**config.mk**
```make
export PLATFORM = sky130hd
export DESIGN_NAME = cmd_regs
export DESIGN_NICKNAME = d
export VERILOG_FILES = /design/src/rtl/cmd_regs_pkg.sv /design/src/rtl/cmd_regs.sv
export SDC_FILE = /design/constraint.sdc
export NUM_CORES = 1
export LEC_CHECK = 0
export ABC_AREA = 1
export BUFFER_PORTS_ARGS = -buffer_cell sky130_fd_sc_hd__buf_4
export CORE_ASPECT_RATIO = 0.5
export CORE_MARGIN = 3
export CORE_UTILIZATION = 46
export DETAILED_ROUTE_END_ITERATION = 10
export GPL_TIMING_DRIVEN = 0
export PLACE_DENSITY = 0.81
export SETUP_SLACK_MARGIN = 0.1
export SLEW_MARGIN = 20
export SYNTH_ARGS = -nofsm -noshare
export SYNTH_HDL_FRONTEND = slang
export SYNTH_SLANG_ARGS = --single-unit
```
**constraint.sdc**
```tcl
create_clock -name clock_in -period 1.9 [get_ports clock_in]
set_input_delay 0.38 -clock clock_in [delete_from_list [all_inputs] [get_ports clock_in]]
set_output_delay 0.38 -clock clock_in [all_outputs]
set_load 0.03 [all_outputs]
```
**src/rtl/cmd_regs_pkg.sv**
```systemverilog
/*
 command register bank constants: selector offsets, field positions, widths,
 reset values and timing counts.
 assumes a single 25 MHz clock shared with the frame decoder.
*/
// Contract
// - status bit 3 follows the over-temperature report, set high, clear when ok.
// - command arriving while another executes is rejected and sets status bit 2.
// - unrecognised command code sets status bit 1, valid command keeps it low.
// - frame checksum error sets status bit 0, a valid frame clears it.
// - second status bit 1 set on chain end, cleared by readout start.
// - second status bit 0 set on memory saturation, cleared by acquisition start.
// - info request bits 6..0 each ask for one fixed word, self-clear on done; the code has words for bits 5..0 only, bit 6 selects none.
// - board information words are firmware constants the host cannot change.
// - readback bit 0 starts config upload, cleared when the transfer finishes.
// - readback bits 8..1 show the header of the latest first data word.
// - download bit 0 starts firmware download, cleared by the device when done.
// - download bit 1 reads one when last downstream checksum passed.
// - selector reset bit holds selection logic in reset four cycles, then clears.
// - source bit 0 picks board-to-board input when one, concentrator when zero.
// - prewarning bit 0 moves into active mode, self-clears on completion.
// - dump bit 0 returns all registers in one transfer, lowest address first.
// - fast-order bit 0 derives a fast command from the frame, debug only.
// - completion shows done, beam window active and mirrors the busy output.
// - five-bit field counts triggers during the beam window.
// - arm command clears the whole completion register; the code clears done and the count, the busy bit keeps mirroring hw_busy_in.
// - after arm, measurement starts only on the external beam-window signal.
// - selector decode: commands 0x0000-0x0090, partitions two 4K sets each from 0x1000.
// - first status word is read-only and reads zero after reset.
package cmd_regs_pkg;
	localparam int unsigned SEL_W = 16;
	localparam int unsigned DATA_W = 16;
	// ============================================================
	// selector offsets
	localparam logic [15:0] OFS_INFO = 16'h0014;
	localparam logic [15:0] OFS_READBACK = 16'h0016;
	localparam logic [15:0] OFS_FW_DL = 16'h0018;
	localparam logic [15:0] OFS_SRC_SEL = 16'h001a;
	localparam logic [15:0] OFS_PREWARN = 16'h001c;
	localparam logic [15:0] OFS_DUMP = 16'h001e;
	localparam logic [15:0] OFS_FAST = 16'h0020;
	localparam logic [15:0] OFS_COMPLETION = 16'h0084;
	localparam logic [15:0] OFS_ARM = 16'h0086;
	localparam logic [15:0] CMD_LAST = 16'h0090;
	localparam logic [15:0] SC_FIRST = 16'h1000;
	localparam logic [15:0] SC_LAST = 16'h8fff;
	// ============================================================
	// field positions
	localparam int unsigned INFO_BITS = 7;
	localparam int unsigned HDR_LSB = 1;
	localparam int unsigned HDR_W = 8;
	localparam int unsigned DL_CRC_BIT = 1;
	localparam int unsigned SELRST_BIT = 1;
	localparam int unsigned HIT_W = 5;
	localparam int unsigned CMP_DONE_BIT = 0;
	localparam int unsigned CMP_SPILL_BIT = 1;
	localparam int unsigned CMP_BUSY_BIT = 2;
	localparam int unsigned CMP_HIT_LSB = 3;
	localparam int unsigned ST_TEMP = 3;
	localparam int unsigned ST_REJ = 2;
	localparam int unsigned ST_UNK = 1;
	localparam int unsigned ST_CRC = 0;
	localparam int unsigned SEC_END = 1;
	localparam int unsigned SEC_SAT = 0;
	localparam logic [15:0] ZERO16 = 16'h0000;
	// ============================================================
	// timing
	localparam int unsigned CLK_HZ = 25_000_000;
	localparam int unsigned SELRST_CYCLES = 4;
	localparam logic [2:0] SELRST_CNT = 3'(SELRST_CYCLES);
	// board information words: values arbitrary
	localparam logic [15:0] INFO_SERIAL = 16'h0001;
	localparam logic [15:0] INFO_BOARD_REV = 16'h0002;
	localparam logic [15:0] INFO_BOARD_NUM = 16'h0003;
	localparam logic [15:0] INFO_PROD_DAY = 16'h0004;
	localparam logic [15:0] INFO_FW_REV = 16'h0005;
	localparam logic [15:0] INFO_FW_DAY = 16'h0006;
	typedef enum logic [2:0]
	{
		ARM_IDLE = 3'h1,
		ARM_WAIT = 3'h2,
		ARM_MEAS = 3'h4
	} arm_state_t;
endpackage

```
**src/rtl/cmd_regs.sv**
```systemverilog
/*
 command and status register bank of the detector interface board.
 assumes the frame decoder presents one selector/argument strobe per frame and
 reports checksum and command validity in the same cycle; engines outside
 report completion with single-cycle done pulses.
*/
module cmd_regs
(
	input  wire logic        clock_in,             // 25 MHz clock
	input  wire logic        srst_in,              // sync reset, active high
	input  wire logic        frame_valid_in,       // frame strobe, one cycle
	input  wire logic [15:0] frame_sel_in,         // selector of frame
	input  wire logic [15:0] frame_arg_in,         // argument of frame
	input  wire logic        frame_crc_ok_in,      // checksum passed
	input  wire logic        cmd_busy_in,          // another command executing
	input  wire logic        over_temp_in,         // temperature too high
	input  wire logic        chain_end_in,         // last asic ended readout
	input  wire logic        mem_sat_in,           // analog memory saturated
	input  wire logic        readout_start_in,     // readout start command
	input  wire logic        acq_start_in,         // acquisition start command
	input  wire logic [6:0]  info_done_in,         // info word sent, per bit
	input  wire logic        upload_done_in,       // config upload finished
	input  wire logic        first_word_in,        // first data word strobe
	input  wire logic [7:0]  first_hdr_in,         // header of first word
	input  wire logic        download_done_in,     // firmware download finished
	input  wire logic        download_crc_ok_in,   // download checksum passed
	input  wire logic        prewarn_done_in,      // active mode entered
	input  wire logic        dump_done_in,         // register dump sent
	input  wire logic        fast_done_in,         // fast command generated
	input  wire logic        beam_window_in,       // external beam window
	input  wire logic        trigger_in,           // trigger pulse
	input  wire logic        hw_busy_in,           // hardware busy output
	input  wire logic        rd_in,                // read of selected register
	input  wire logic [15:0] rd_sel_in,            // read selector
	output logic      [15:0] rd_data_out,          // read data, registered
	output logic      [15:0] primary_status_word_out,          // first status word
	output logic      [15:0] secondary_status_word_out,          // second status word
	output logic      [6:0]  info_req_out,         // info request bits
	output logic      [15:0] info_word_out,        // selected info word
	output logic             upload_req_out,       // config upload request
	output logic             download_req_out,     // firmware download request
	output logic             src_board_out,        // board-to-board source
	output logic             selector_rst_out,     // selection logic reset
	output logic             prewarn_req_out,      // go to active mode
	output logic             dump_req_out,         // dump all registers
	output logic             fast_req_out,         // generate fast command
	output logic             meas_run_out,         // measurement running
	output logic             sc_hit_out,           // selector in partition range
	output logic      [2:0]  sc_part_out,          // partition 0..3, set bit 0
	output logic             cmd_ok_out            // frame accepted for execute
);
	// ============================================================
	// selector decode
	function automatic logic known_cmd(input logic [15:0] s);
		known_cmd = (s <= cmd_regs_pkg::CMD_LAST) && !s[0];
	endfunction

	logic        take;
	logic        known;
	logic [15:0] st1_q;
	logic [15:0] st2_q;
	logic [6:0]  info_q;
	logic        upl_q;
	logic [7:0]  hdr_q;
	logic        dl_q;
	logic        dl_crc_q;
	logic        src_q;
	logic        selrst_q;
	logic [2:0]  selcnt_q;
	logic        pre_q;
	logic        dump_q;
	logic        fast_q;
	logic        done_q;
	logic [4:0]  hit_q;
	cmd_regs_pkg::arm_state_t arm_q;

	assign known = known_cmd(frame_sel_in)
		|| (frame_sel_in >= cmd_regs_pkg::SC_FIRST && frame_sel_in <= cmd_regs_pkg::SC_LAST);
	assign take = frame_valid_in && frame_crc_ok_in && known && !cmd_busy_in;
	assign cmd_ok_out = take;
	assign sc_hit_out = frame_valid_in && frame_sel_in >= cmd_regs_pkg::SC_FIRST
		&& frame_sel_in <= cmd_regs_pkg::SC_LAST;
	// 0x1000 -> 0, 0x2000 -> 1: odd nibble is default set
	assign sc_part_out = 3'(frame_sel_in[15:12] - 4'h1);

	// ============================================================
	// first status word, read only
	always_ff @(posedge clock_in)
	begin
		if (srst_in)
			st1_q <= cmd_regs_pkg::ZERO16;
		else
		begin
			st1_q[cmd_regs_pkg::ST_TEMP] <= over_temp_in;
			if (frame_valid_in)
			begin
				st1_q[cmd_regs_pkg::ST_CRC] <= !frame_crc_ok_in;
				st1_q[cmd_regs_pkg::ST_UNK] <= frame_crc_ok_in && !known;
				st1_q[cmd_regs_pkg::ST_REJ] <= frame_crc_ok_in && known && cmd_busy_in;
			end
		end
	end

	// ============================================================
	// second status word; set wins over clear
	always_ff @(posedge clock_in)
	begin
		if (srst_in)
			st2_q <= cmd_regs_pkg::ZERO16;
		else
		begin
			if (chain_end_in)
				st2_q[cmd_regs_pkg::SEC_END] <= 1'b1;
			else if (readout_start_in)
				st2_q[cmd_regs_pkg::SEC_END] <= 1'b0;
			if (mem_sat_in)
				st2_q[cmd_regs_pkg::SEC_SAT] <= 1'b1;
			else if (acq_start_in)
				st2_q[cmd_regs_pkg::SEC_SAT] <= 1'b0;
		end
	end

	// ============================================================
	// self-clearing request bits: a new set wins over the done pulse
	// so a request landing on the completion cycle is never lost
	function automatic logic req_next(input logic cur, input logic set, input logic done);
		req_next = set | (cur & !done);
	endfunction

	always_ff @(posedge clock_in)
	begin
		if (srst_in)
		begin
			info_q <= 7'h00;
			upl_q <= 1'b0;
			dl_q <= 1'b0;
			pre_q <= 1'b0;
			dump_q <= 1'b0;
			fast_q <= 1'b0;
		end
		else
		begin
			for (int i = 0; i < cmd_regs_pkg::INFO_BITS; i++)
				info_q[i] <= req_next(info_q[i],
					take && frame_sel_in == cmd_regs_pkg::OFS_INFO && frame_arg_in[i],
					info_done_in[i]);
			upl_q <= req_next(upl_q, take && frame_sel_in == cmd_regs_pkg::OFS_READBACK
				&& frame_arg_in[0], upload_done_in);
			dl_q <= req_next(dl_q, take && frame_sel_in == cmd_regs_pkg::OFS_FW_DL
				&& frame_arg_in[0], download_done_in);
			pre_q <= req_next(pre_q, take && frame_sel_in == cmd_regs_pkg::OFS_PREWARN
				&& frame_arg_in[0], prewarn_done_in);
			dump_q <= req_next(dump_q, take && frame_sel_in == cmd_regs_pkg::OFS_DUMP
				&& frame_arg_in[0], dump_done_in);
			fast_q <= req_next(fast_q, take && frame_sel_in == cmd_regs_pkg::OFS_FAST
				&& frame_arg_in[0], fast_done_in);
		end
	end

	// ============================================================
	// header capture and download checksum
	always_ff @(posedge clock_in)
	begin
		if (srst_in)
		begin
			hdr_q <= 8'h00;
			dl_crc_q <= 1'b0;
		end
		else
		begin
			if (first_word_in)
				hdr_q <= first_hdr_in;
			if (download_done_in)
				dl_crc_q <= download_crc_ok_in;
		end
	end

	// ============================================================
	// input selection and its timed reset
	always_ff @(posedge clock_in)
	begin
		if (srst_in)
		begin
			src_q <= 1'b0;
			selrst_q <= 1'b0;
			selcnt_q <= 3'h0;
		end
		else if (take && frame_sel_in == cmd_regs_pkg::OFS_SRC_SEL && !selrst_q)
		begin
			src_q <= frame_arg_in[0];
			selrst_q <= frame_arg_in[cmd_regs_pkg::SELRST_BIT];
			selcnt_q <= cmd_regs_pkg::SELRST_CNT;
		end
		else if (selrst_q)
		begin
			// count runs while held; bit drops after the fourth cycle
			selcnt_q <= selcnt_q - 3'h1;
			selrst_q <= selcnt_q != 3'h1;
		end
	end

	// ============================================================
	// beam measurement: arm, wait for window, count triggers
	always_ff @(posedge clock_in)
	begin
		if (srst_in)
		begin
			arm_q <= cmd_regs_pkg::ARM_IDLE;
			done_q <= 1'b0;
			hit_q <= 5'h00;
		end
		else if (take && frame_sel_in == cmd_regs_pkg::OFS_ARM && frame_arg_in[0])
		begin
			arm_q <= cmd_regs_pkg::ARM_WAIT;
			done_q <= 1'b0;
			hit_q <= 5'h00;
		end
		else
		begin
			case (arm_q)
				cmd_regs_pkg::ARM_WAIT:
					if (beam_window_in)
						arm_q <= cmd_regs_pkg::ARM_MEAS;
				cmd_regs_pkg::ARM_MEAS:
				begin
					// saturates so an overrun stays visible
					if (trigger_in && beam_window_in && hit_q != 5'h1f)
						hit_q <= hit_q + 5'h01;
					if (!beam_window_in)
					begin
						arm_q <= cmd_regs_pkg::ARM_IDLE;
						done_q <= 1'b1;
					end
				end
				default:
					arm_q <= cmd_regs_pkg::ARM_IDLE;
			endcase
		end
	end

	// ============================================================
	// outputs and read mux
	logic [15:0] cmp_w;
	logic [15:0] info_w;
	assign cmp_w = {8'h00, hit_q, hw_busy_in, arm_q == cmd_regs_pkg::ARM_MEAS && beam_window_in, done_q};
	always_comb
	begin
		info_w = cmd_regs_pkg::ZERO16;
		if (info_q[5])
			info_w = cmd_regs_pkg::INFO_SERIAL;
		else if (info_q[4])
			info_w = cmd_regs_pkg::INFO_BOARD_REV;
		else if (info_q[3])
			info_w = cmd_regs_pkg::INFO_BOARD_NUM;
		else if (info_q[2])
			info_w = cmd_regs_pkg::INFO_PROD_DAY;
		else if (info_q[1])
			info_w = cmd_regs_pkg::INFO_FW_REV;
		else if (info_q[0])
			info_w = cmd_regs_pkg::INFO_FW_DAY;
	end

	always_ff @(posedge clock_in)
	begin
		if (srst_in)
			rd_data_out <= cmd_regs_pkg::ZERO16;
		else if (rd_in)
		begin
			case (rd_sel_in)
				cmd_regs_pkg::OFS_INFO:       rd_data_out <= {9'h000, info_q};
				cmd_regs_pkg::OFS_READBACK:   rd_data_out <= {7'h00, hdr_q, upl_q};
				cmd_regs_pkg::OFS_FW_DL:      rd_data_out <= {14'h0000, dl_crc_q, dl_q};
				cmd_regs_pkg::OFS_SRC_SEL:    rd_data_out <= {14'h0000, selrst_q, src_q};
				cmd_regs_pkg::OFS_PREWARN:    rd_data_out <= {15'h0000, pre_q};
				cmd_regs_pkg::OFS_DUMP:       rd_data_out <= {15'h0000, dump_q};
				cmd_regs_pkg::OFS_FAST:       rd_data_out <= {15'h0000, fast_q};
				cmd_regs_pkg::OFS_COMPLETION: rd_data_out <= cmp_w;
				default:                      rd_data_out <= cmd_regs_pkg::ZERO16;
			endcase
		end
	end

	always_ff @(posedge clock_in)
	begin
		if (srst_in)
			info_word_out <= cmd_regs_pkg::ZERO16;
		else
			info_word_out <= info_w;
	end

	assign primary_status_word_out = st1_q;
	assign secondary_status_word_out = st2_q;
	assign info_req_out = info_q;
	assign upload_req_out = upl_q;
	assign download_req_out = dl_q;
	assign src_board_out = src_q;
	assign selector_rst_out = selrst_q;
	assign prewarn_req_out = pre_q;
	assign dump_req_out = dump_q;
	assign fast_req_out = fast_q;
	assign meas_run_out = arm_q == cmd_regs_pkg::ARM_MEAS;

	// ============================================================
	// checks
	temp_flag_a: assert property (@(posedge clock_in) disable iff (srst_in)
		##1 primary_status_word_out[3] == $past(over_temp_in)) else $error("temperature flag wrong");
	reject_flag_a: assert property (@(posedge clock_in) disable iff (srst_in)
		frame_valid_in && frame_crc_ok_in && known && cmd_busy_in |=> primary_status_word_out[2])
		else $error("reject flag not set");
	unknown_flag_a: assert property (@(posedge clock_in) disable iff (srst_in)
		frame_valid_in && frame_crc_ok_in && !known |=> primary_status_word_out[1] && !primary_status_word_out[2])
		else $error("unknown flag not set");
	crc_flag_a: assert property (@(posedge clock_in) disable iff (srst_in)
		frame_valid_in |=> primary_status_word_out[0] == !$past(frame_crc_ok_in)) else $error("crc flag wrong");
	chain_end_a: assert property (@(posedge clock_in) disable iff (srst_in)
		chain_end_in |=> secondary_status_word_out[1]) else $error("chain end lost");
	sat_clear_a: assert property (@(posedge clock_in) disable iff (srst_in)
		acq_start_in && !mem_sat_in |=> !secondary_status_word_out[0]) else $error("saturation not cleared");
	selrst_len_a: assert property (@(posedge clock_in) disable iff (srst_in)
		$rose(selector_rst_out) |-> selector_rst_out[*4] ##1 !selector_rst_out)
		else $error("selector reset length wrong");
	src_keep_a: assert property (@(posedge clock_in) disable iff (srst_in)
		selector_rst_out |=> $stable(src_board_out))
		else $error("source changed during selector reset");
	arm_clear_a: assert property (@(posedge clock_in) disable iff (srst_in)
		take && frame_sel_in == cmd_regs_pkg::OFS_ARM && frame_arg_in[0]
		|=> done_q == 1'b0 && hit_q == 5'h00 && !meas_run_out) else $error("arm did not clear");
	wait_window_a: assert property (@(posedge clock_in) disable iff (srst_in)
		arm_q == cmd_regs_pkg::ARM_WAIT && !beam_window_in && !take |=> !meas_run_out)
		else $error("started without window");
	hit_count_count_a: assert property (@(posedge clock_in) disable iff (srst_in)
		meas_run_out && trigger_in && beam_window_in && !take && hit_q != 5'h1f
		|=> hit_q == $past(hit_q) + 5'h01) else $error("trigger not counted");
	upload_done_a: assert property (@(posedge clock_in) disable iff (srst_in)
		upload_done_in && !(take && frame_sel_in == cmd_regs_pkg::OFS_READBACK && frame_arg_in[0])
		|=> !upload_req_out) else $error("upload bit not cleared");
	req_set_a: assert property (@(posedge clock_in) disable iff (srst_in)
		take && frame_sel_in == cmd_regs_pkg::OFS_DUMP && frame_arg_in[0] |=> dump_req_out)
		else $error("dump request not set");
	dl_crc_a: assert property (@(posedge clock_in) disable iff (srst_in)
		download_done_in |=> dl_crc_q == $past(download_crc_ok_in))
		else $error("download checksum bit wrong");
	hdr_capture_a: assert property (@(posedge clock_in) disable iff (srst_in)
		first_word_in |=> hdr_q == $past(first_hdr_in))
		else $error("header not captured");
endmodule

```
### Word-level counts from Yosys, hierarchy flattened

Index checks and enable logic that the tools add are counted.

* add/subtract/negate cells: 3
* order comparisons: 3
* equal/unequal tests: 24
* muxes and demuxes: 19
* bitwise operators: 25
* reduce and logical (&&, ||, !) cells: 65

Operators with widths (number)
* equality test 16 x 5 -> 1 bit, second input constant: 12
* case mux 9 bit (8 select lines): 1
* logical AND 1 bit: 35
* equality test 16 x 6 -> 1 bit, second input constant: 2
* equality test 16 x 8 -> 1 bit, second input constant: 2
* two-way mux 3 bit: 7
* logical NOT 1 bit: 17
* >= comparator 16 x 13 -> 1 bit, second input constant: 1
* <= comparator 16 bit, second input constant: 1
* <= comparator 16 x 8 -> 1 bit, second input constant: 1
* AND 1 bit: 12
* bitwise OR 1 bit: 12
* AND reduction 2 bit: 4
* two-way mux 1 bit: 7
* two-way mux 2 bit: 3
* case mux 3 bit (2 select lines): 1
* nonzero test 2 bit: 3
* OR reduction 2 bit: 3
* OR reduction 6 bit: 1
* subtractor 3 x 1 -> 3 bit, second input constant: 2
* adder 5 x 1 -> 5 bit, second input constant: 1
* != test 5 bit, second input constant: 1
* != test 2 bit, second input constant: 2
* OR reduction 4 bit: 1
* 7 further kinds: 7

* register bits after elaboration: 73
* bits of input ports: 84
* word-level logic and storage cells: 164

### Longest topological paths before layout

Gate-level depths: netlist (run 1).

* word-level depth: 9
* depth in mapped cells: 14
* depth with buffers taken out: 14

### Worst setup path after synthesis (run 1)

No wires, ideal clock.

* kind: in2out
* start: input frame_sel_in[12]
* end: output cmd_ok_out
* data arrival time: 1671 ps
* data required time: 1520 ps
* path slack: -151 ps
* cell stages on the path: 10
* buffers on the path: 0
* cell sequence: inv_1 ha_1 nand2_2 nor2_4 nand3_1 nand2_1 nand2_2 nand2_4 nand2_2 nor2_4

* longest elaborated chain between the ends: 5
* elaborated cells on any way between the ends: 8
* classes of those cells: order compare: 3; reduce/logical: 5

RTL lines
* start: declaration: RTL line cmd_regs.sv:12 `input wire logic [15:0] frame_sel_in,`
* <= comparator 16 x 8 -> 1 bit, or another cell as far along: RTL line cmd_regs.sv:55 `known_cmd = (s <= cmd_regs_pkg::CMD_LAST) && !s[0];`
* logical AND 1 bit (on tied branches): RTL line cmd_regs.sv:55, cmd_regs.sv:78
* logical OR 1 bit *: RTL line cmd_regs.sv:78 `|| (frame_sel_in >= cmd_regs_pkg::SC_FIRST && frame_sel_in <= cmd_regs_pkg::SC_LAST);`
* logical AND 1 bit * (2 in a row): RTL line cmd_regs.sv:79 `assign take = frame_valid_in && frame_crc_ok_in && known && !cmd_busy_in;`
* end: declaration: RTL line cmd_regs.sv:50 `output logic cmd_ok_out`

Mark *: on every way between the ends. The rest lies on a longest branch, timed or not.

### Worst setup path after layout (run 1)

Same ends and word-level chain as after synthesis.

==> results.md, run 1 <==
- Number of diodes: 0
- Routed Antenna Nets: 0
- Fmax: 521 MHz
- Final Hold Viols: 0
- Slowest stage cell, crit path: ha_4
- RSZ-0062 raised after global routing: true
- Pre-antenna DRT Iters: 5
- DRC: 0
- #FFs+latches synth: 53
- H-tree levels: 2
- CP Class: in -> out
- Slew headroom: 0.542
- Initial Utilization: 0.504
- Reg2Reg Setup Slack: 0.24 ns
- Maxcap violations: 0
- Peak supply drop: 0.000455 V
- Avg WL per Cell: 12.4 µm
- CORE AREA: 6430 µm²
- Clock buffer count from CTS: 5
- Type of the worst min-delay path: in -> reg
- First-pass GRT wire length: 14700 µm
- Port Buffers: 111
- Multi-input gate area: 1790 µm²
- Delay-heaviest family, CP: simple AND/OR/NAND/NOR gates
- Largest net degree at the start of global routing: 18
- Clock Path Buffers: 2
- Cell variety after synth: 38
- Critical path buffers and inverters: 3
- Share of layout cells above drive strength 1: 0.329
- Register area: 1060 µm²
- Pwr/cell area: 613 nW/µm²
- Critical path arrival: 1.54 ns
- Fin crit period: 1.92 ns
- Vias per cell: 4.66
- CP max stage delay: 0.18 ns
- Crit share post-route: 1.01
- Die span in x: 125 µm
- Final Instance Area: 4720 µm²
- Clock Skews: 0.00586 ns
- Clock slew at reported path FFs: 0.07 ns
- Post-Syn Instances: 485
- Clock sink count: 53
- I/O pin count: 168
- Vias: 3478
- Post-synth ARST share: 0
- Max FO, Critical Path: 3
- Die Y: 65.4 µm
- Placer Congestion: 0.897
- Total GRT Usage: 0.219
- Dpl cell area: 4370 µm²
- Worst skew pair latency: 0.29 ns
- Detailed Route Iter0 Violations: 192
- CP startpoint: frame_sel_in[12]
- Area Overhead vs Synth: 45.6%
- EDFF count, synth: 0
- Total Wirelength: 9240 µm
- Post-place setup slack: -0.282 ns
- Critical Path RT: 1.52 ns
- Final setup margin: -0.0183 ns
- Post-DP HPWL: 6990 µm
- Primary FF master, synth: dfxtp_1
- Yosys Warn Count: 0
- Failing checks: negative setup slack
- Overflow after GRT: 0
- Synth Cell Area: 3240 µm²
- Antenna violations before repair: 0
- Clock root buffer: clkbuf_16
- Worst Max-Slew Pin Slew: 0.687 ns
- CTS tree: done
- Worst setup EP type: primary output
- Setup violators final: 1
- Slew Limit Fails: 0
- CP Cell Sequence: buf_8, clkinvlp_4, ha_4, nand2_2, nor2_2, nand4_1, nand2_1, nand2_2, nand2_4, nand2_4, nor2_4, buf_6
- Status: complete, but fails checks
- # rows: 20
- Min-delay src: download_done_in
- Startpoint Class: primary input
- Static leakage: 2.34 nW
- Post-layout nets: 749
- Syn Area/Cell: 6.69 µm²
- Die ar.: 8160 µm²
- Seq/Total Area, Yosys: 0.327
- Vias in the first global route: 3286
- FF-to-FF Start: hit_q[1]
- Fillers: 547
[logic make-up (layout without fill, tap and decap cells)]
family / after synthesis / after routing / synth area share
simple gates: 240 / 240 / 0.338
buf+inv: 123 / 252 / 0.196
compound gates: 55 / 55 / 0.0926
flops: 53 / 53 / 0.327
fa+ha+maj: 7 / 7 / 0.0270
xor+xnor: 4 / 4 / 0.0108
mux: 2 / 2 / 0.00694
other cells: 1 / 46 / 0.00116
[stage by stage]
stage	std cells	power (mW)	hold WS (ns)	TNS, ns	util
2_1_floorplan	530	1.50	0.434	-0.109	-
3_3_place_gp	729	1.69	0.447	-0.871	0.680
3_5_place_dp	729	1.69	0.456	-1.38	0.680
4_1_cts	742	2.87	0.279	0	0.721
5_1_grt	747	3.00	0.282	-0.102	0.734
6_report	747	2.89	0.277	-0.0183	0.734
[layout by cell type (no fill, tap or decap), types with 4 or more instances in the layout]
| master | n |
|---|---|
| nand3_1 | 27 |
| nor2_2 | 13 |
| nand4_1 | 7 |
| nor3_1 | 8 |
| dfxtp_1 | 52 |
| ha_1 | 4 |
| o211ai_1 | 4 |
| xor2_1 | 4 |
| conb_1 | 46 |
| inv_1 | 65 |
| o21ai_0 | 16 |
| a21oi_1 | 24 |
| nor2_1 | 91 |
| clkbuf_16 | 5 |
| o21ai_1 | 4 |
| buf_4 | 164 |
| clkbuf_1 | 5 |
| nand2_4 | 4 |
| nand2_1 | 72 |
[routing by layer]
metal,part of all wire,vias up,routed length (µm),global-route usage
li1,-,1772,-,-
met1,0.41,1531,3750,0.255
met2,0.49,159,4510,0.405
met3,0.087,16,808,0.0609
met4,0.018,0,164,0.0560
met5,0,-,0,0
[cell type report]
type,count,share of cell area
clock buffer,5,0.0265
clock inverter,3,0.0146
inverter,71,0.0583
multi-input combinational,354,0.379
timing repair buffer,121,0.196
sequential,53,0.225
buffer,52,0.0782
tap,88,0.0233
[cells in the mapped netlist (3+ instances only)]
master / n / area share
nor2_1: 95 / 0.11
nand2_1: 73 / 0.084
inv_1: 67 / 0.078
dfxtp_1: 53 / 0.33
buf_4: 46 / 0.11
nand3_1: 27 / 0.042
a21oi_1: 25 / 0.039
o21ai_0: 16 / 0.025
nor2_2: 9 / 0.017
nor3_1: 8 / 0.012
ha_1: 7 / 0.027
nand4_1: 7 / 0.014
clkbuf_1: 5 / 0.0058
nand2_2: 4 / 0.0077
o211ai_1: 4 / 0.0093
o21ai_1: 4 / 0.0062
xor2_1: 4 / 0.011
nor2_4: 3 / 0.010
[sequential cells by signal (all words and copies together) (netlist names), 2 cells and up]
register / cells
arm_q: 3
hdr_q: 8
hit_q: 5
info_req_out: 7
info_word_out: 3
primary_status_word_out: 4
rd_data_out: 9
secondary_status_word_out: 2
selcnt_q: 3
[worst paths after layout]
check | cells past startpoint | end
worst max-delay path | 12 | cmd_ok_out
worst min-delay path | 2 | dl_crc_q
worst max register to register | 8 | hit_q[1]
worst min register to register | 2 | hdr_q[5]
[timing repair]
action	4_1_cts	5_1_grt
gates cloned	0	0
resized for setup	8	14
setup endpoints to repair	2	10
pin swaps	11	8
hold buffers	0	0
setup buffers	5	5
[report_power, final]
| group | switching [mW] | internal, mW | total [mW] |
|---|---|---|---|
| Combinational | 0.328 | 0.237 | 0.566 |
| Sequential | 0.00921 | 1.13 | 1.14 |
| Clock | 0.428 | 0.760 | 1.19 |
Power figures use the tool's default switching activity.
==> run 2: changes to the inputs <==
RECOVER_POWER = 100   (was not set)
SETUP_SLACK_MARGIN = not set   (was 0.1)
==> run 2 against run 1 <==
The flow still finishes with violations (negative setup slack); sequential cell count is the same; register-to-register slack gained 0.02 ns; die area is the same; clock-buffer cell count grew 2; utilization shrank 3.3 points; largest cell class unchanged.
==> results.md, run 2 (synthesis gave the netlist of run 1 again) <==
- Clock sink count: 53 (unchanged)
- # rows: 20 (unchanged)
- Placer Congestion: 0.878 (-2.1%)
- Worst skew pair latency: 0.29 ns (about the same)
- Largest net degree at the start of global routing: 16 (-2)
- Commonest non-fill, non-tap cell in the layout: buf_4
- Max FO, Critical Path: 3 (unchanged)
- Maxcap violations: 0 (unchanged)
- Failing checks: negative setup slack
- Pre-antenna DRT Iters: 5 (unchanged)
- Status: complete, but fails checks
- Clock root buffer: clkbuf_16
- Post-DP HPWL: 6980 µm (about the same)
- Fillers: 595 (+8.8%)
- Critical path arrival: 1.55 ns (about the same)
- Total GRT Usage: 0.210 (-0.00885)
- Die span in x: 125 µm (unchanged)
- Critical Path RT: 1.52 ns (about the same)
- Clock buffer count from CTS: 5 (unchanged)
- Post-layout nets: 747 (-0.27%)
- Vias in the first global route: 3279 (-0.21%)
- Slew headroom: 0.560 (+0.0176)
- Startpoint Class: primary input
- Fin crit period: 1.93 ns (+0.00703 ns)
- Port Buffers: 111 (unchanged)
- Number of diodes: 0 (unchanged)
- Detailed Route Iter0 Violations: 212 (+10%)
- Worst setup EP type: primary output
- Die ar.: 8160 µm² (unchanged)
- Dpl cell area: 4370 µm² (unchanged)
- Clock slew at reported path FFs: 0.06 ns (about the same)
- CP Cell Sequence: buf_8, clkinvlp_4, ha_4, nand2_2, nor2_2, nand4_1, nand2_1, nand2_2, nand2_4, nand2_4, nor2_4, buf_6
- H-tree levels: 2 (unchanged)
- Share of layout cells above drive strength 1: 0.269 (-0.0599)
- Vias: 3434 (-1.3%)
- Slew Limit Fails: 0 (unchanged)
- Overflow after GRT: 0 (unchanged)
- CTS Hold Bufs: 0 (unchanged)
- Vias per cell: 4.61 (-1.0%)
- First-pass GRT wire length: 14300 µm (-2.9%)
- Pwr/cell area: 570 nW/µm² (-7.0%)
- Setup violators final: 1 (unchanged)
- Antenna violations before repair: 0 (unchanged)
- DRC: 0 (unchanged)
- Non-filler cells, final: 745 (-0.27%)
- Static leakage: 2.16 nW (-7.5%)
- CP Class: in -> out
- Largest register FFs: 9 (unchanged)
- Area Overhead vs Synth: 39.0%
- Largest Register: rd_data_out
- Die Y: 65.4 µm (unchanged)
- Crit share post-route: 1.01 (+0.00370)
- Slowest stage cell, crit path: ha_4
- I/O pin count: 168 (unchanged)
- Final Instance Area: 4510 µm² (-4.5%)
- Type of the worst min-delay path: in -> reg
- RSZ-0062 raised after global routing: true
- CTS tree: done
- Clock Skews: 0.00437 ns (-0.00149 ns)
- Fmax: 519 MHz (-0.37%)
- Most frequent cells in the layout: buf_4 (131), nor2_1 (94), nand2_1 (71)
- Final setup margin: -0.0253 ns (-0.00703 ns)
- Peak supply drop: 0.000356 V (-22%)
- Final Hold Viols: 0 (unchanged)
- CORE AREA: 6430 µm² (unchanged)
- Placed cell count: 729 (unchanged)
- Initial Utilization: 0.504 (unchanged)
- CP max stage delay: 0.18 ns (about the same)
- Avg WL per Cell: 11.9 µm (-3.8%)
- Total Wirelength: 8870 µm (-4.0%)
- Worst Max-Slew Pin Slew: 0.661 ns (-0.0263 ns)
- Routed Antenna Nets: 0 (unchanged)
- Clock Path Buffers: 2 (unchanged)
[run 2: layout make-up]
class,count,area (µm²),area share
clock buffers,7,133,0.0294
plain buffers,52,369,0.0819
repair buffers,119,785,0.174
well taps,88,110,0.0244
flip-flops and latches,53,1060,0.235
clock inverters,1,7.51,0.00167
multi-input cells,354,1770,0.393
inverters,71,273,0.0605
[run 2: metal layers]
layer | part of all wire | vias to the layer above | global-route usage
met5 | 0 | - | 0
met4 | 0.014 | 0 | 0.0587
met3 | 0.091 | 15 | 0.0593
met2 | 0.49 | 140 | 0.392
met1 | 0.41 | 1506 | 0.239
li1 | - | 1773 | -
[run 2: path summary, 6_finish.rpt]
kind                                  startpoint         end  slack [ns]  cells past startpoint
worst max-delay path            frame_sel_in[12]  cmd_ok_out       -0.03                     12
worst min-delay path            download_done_in    dl_crc_q        0.29                      2
worst max register to register          hit_q[0]    hit_q[4]        0.26                      8
worst min register to register          hdr_q[5]    hdr_q[5]        0.47                      2
[run 2: power by group]
| group | total (mW) | switching, mW | internal [mW] |
|---|---|---|---|
| combinational | 0.551 | 0.321 | 0.230 |
| sequential | 1.14 | 0.00870 | 1.13 |
| clock | 0.877 | 0.387 | 0.490 |
[run 2: per-stage QoR]
step           utilization  TNS, ns  setup slack [ns]  power (mW)  hold WS (ns)
5_1_grt              0.701   -0.217            -0.165        2.68         0.299
2_1_floorplan            -   -0.109           -0.0184        1.50         0.434
6_report             0.701  -0.0253           -0.0253        2.57         0.287
3_3_place_gp         0.680   -0.993            -0.269        1.68         0.449
3_5_place_dp         0.680    -1.38            -0.288        1.69         0.458
4_1_cts              0.713        0           0.00500        2.57         0.287
[run 2: what timing repair did]
item / 4_1_cts / 5_1_grt
resized for setup: 9 / 6
buffers inserted: 5 / 3
pin swaps: 12 / 8
setup endpoints to repair: 1 / 3
[run 2: worst max-delay path: cells and delay by family]
family,cells,cell delay [ns]
fa+ha+maj,1,0.18
simple gates,8,0.65
buf+inv,3,0.35
==> run 3: changes to the inputs <==
CORE_MARGIN = not set   (was 3)
PLACE_DENSITY = not set   (was 0.81)
PLACE_DENSITY_LB_ADDON = 0.05   (was not set)
==> run 3 against run 2 <==
Worst setup slack improved by 0.031 ns; sequential power about the same; clock-buffer cell count decreased by 1; sequential cell count unchanged; critical path type unchanged; clock skew up 0.0026 ns; design area down 1.1%; die area shrank 9.1%; sequential share of layout area grew 0.27 points; the flow now finishes without violations; first-iteration DRC count shrank 15%; register-to-register slack got worse by 0.05 ns; routed wire length decreased by 9.0%.
==> results.md, run 3 (synthesis gave the netlist of run 1 again) <==
- Status: finished clean
- Register area: 1060 µm² (unchanged)
- Hold slack final: 0.289 ns (+0.00181 ns)
- Clock root buffer: clkbuf_16
- Static leakage: 2.11 nW (-2.6%)
- Post-layout nets: 745 (-0.27%)
- Clock sink count: 53 (unchanged)
- Avg WL per Cell: 10.8 µm (-9.3%)
- Overflow after GRT: 0 (unchanged)
- CTS Hold Bufs: 0 (unchanged)
- Setup violators final: 0 (-1)
- Die Y: 61.4 µm (-6.1%)
- Total GRT Usage: 0.221 (+0.0109)
- CORE AREA: 6750 µm² (+5.0%)
- Peak supply drop: 0.000350 V (-1.6%)
- H-tree levels: 2 (unchanged)
- Final Instance Area: 4460 µm² (-1.1%)
- Final setup margin: 0.00599 ns (+0.0313 ns)
- Slew headroom: 0.596 (+0.0368)
- Clock slew at reported path FFs: 0.06 ns (about the same)
- Number of diodes: 0 (unchanged)
- Largest net degree at the start of global routing: 17 (+1)
- Maxcap violations: 0 (unchanged)
- Clock Skews: 0.00701 ns (+0.00264 ns)
- Pre-antenna DRT Iters: 4 (-1)
- Fmax: 528 MHz (+1.7%)
- Critical Path RT: 1.52 ns (about the same)
- Post-DP HPWL: 6440 µm (-7.9%)
- Multi-input gate area: 1740 µm² (-1.8%)
- Fillers: 677 (+14%)
- Setup TNS: 0 ns (+0.0253 ns)
- Vias: 3389 (-1.3%)
- Tot Pwr: 2.57 mW (+0.14%)
- Routed Antenna Nets: 0 (unchanged)
- Fin crit period: 1.89 ns (-0.0313 ns)
- Total Wirelength: 8070 µm (-9.0%)
- Final Hold Viols: 0 (unchanged)
- Vias in the first global route: 3026 (-7.7%)
- Clock Path Buffers: 2 (unchanged)
- Pwr/cell area: 577 nW/µm² (+1.3%)
- Most frequent cells in the layout: buf_4 (124), nor2_1 (94), nand2_1 (73)
- Dpl cell area: 4380 µm² (+0.11%)
- Clock buffer count from CTS: 5 (unchanged)
- Largest register FFs: 9 (unchanged)
- DRC: 0 (unchanged)
- # rows: 21 (+5.0%)
- Worst Max-Slew Pin Slew: 0.605 ns (-0.0552 ns)
- Startpoint Class: primary input
- Port Buffers: 111 (unchanged)
- Type of the worst min-delay path: in -> reg
- Die ar.: 7410 µm² (-9.1%)
- CP Class: in -> out
- Vias per cell: 4.54 (-1.6%)
- Slew Limit Fails: 0 (unchanged)
- Worst setup EP type: primary output
- Worst skew pair latency: 0.29 ns (about the same)
- Placer Congestion: 0.918 (+4.5%)
- CTS tree: done
- Crit share post-route: 0.997 (-0.0165)
- Largest Register: rd_data_out
- RSZ-0062 raised after global routing: true
- Commonest non-fill, non-tap cell in the layout: buf_4
- CP Cell Sequence: buf_4, or2_4, nor2_4, nand3_1, nand2_1, nand2_2, nand2_4, nand2_4, nor2_4, buf_6
- CP max stage delay: 0.27 ns (+0.09 ns)
- Max FO, Critical Path: 4 (+1)
- Share of layout cells above drive strength 1: 0.256 (-0.0129)
- Slowest stage cell, crit path: or2_4
- Area Overhead vs Synth: 37.4%
- Initial Utilization: 0.480 (-0.0240)
- Antenna violations before repair: 0 (unchanged)
- Post-place setup slack: -0.277 ns (+0.0106 ns)
- Detailed Route Iter0 Violations: 180 (-15%)
- Critical path arrival: 1.51 ns (-0.04 ns)
- Die span in x: 121 µm (-3.2%)
- I/O pin count: 168 (unchanged)
- First-pass GRT wire length: 12900 µm (-9.7%)
[run 3: area by class of cell]
class                   count  share of cell area
multi-input cells         354               0.390
plain buffers              52              0.0825
repair buffers            117               0.170
flip-flops and latches     53               0.238
well taps                  92              0.0258
inverters                  71              0.0612
clock buffers               6              0.0289
clock inverters             2             0.00337
[run 3: worst paths after layout]
check,from,to,slack [ns],cells past startpoint
setup / recovery,frame_sel_in[0],cmd_ok_out,0.006,10
hold / removal,download_done_in,dl_crc_q,0.29,2
setup reg to reg,hit_q[0],hit_q[1],0.21,8
hold reg to reg,rd_data_out[7],rd_data_out[7],0.47,2
[run 3: critical path: cells and delay by family]
family / cells / cell delay [ns]
simple gates: 8 / 0.87
buf+inv: 2 / 0.26
[run 3: through the flow]
step           utilization  instances
5_1_grt              0.660        747
2_1_floorplan            -        530
4_1_cts              0.683        747
3_3_place_gp         0.648        733
3_5_place_dp         0.648        733
6_report             0.660        747
[run 3: metal layers]
metal,wire (µm),vias up,track usage
li1,-,1763,-
met1,3800,1522,0.270
met2,3740,98,0.411
met3,463,6,0.0444
met4,61,0,0.0617
met5,0,-,0
[run 3: timing repair]
item                                    in CTS  in global routing
setup buffers                                6                  0
pin swaps                                   11                  0
resized for setup                           11                  3
endpoints found under the setup margin       1                  3
endpoints found under the hold margin        0                  0
[run 3: where the power goes]
group / internal [mW] / switching, mW / total [mW]
clock network: 0.489 / 0.404 / 0.893
registers: 1.13 / 0.00853 / 1.14
logic: 0.223 / 0.316 / 0.539
total: 1.84 / 0.728 / 2.57
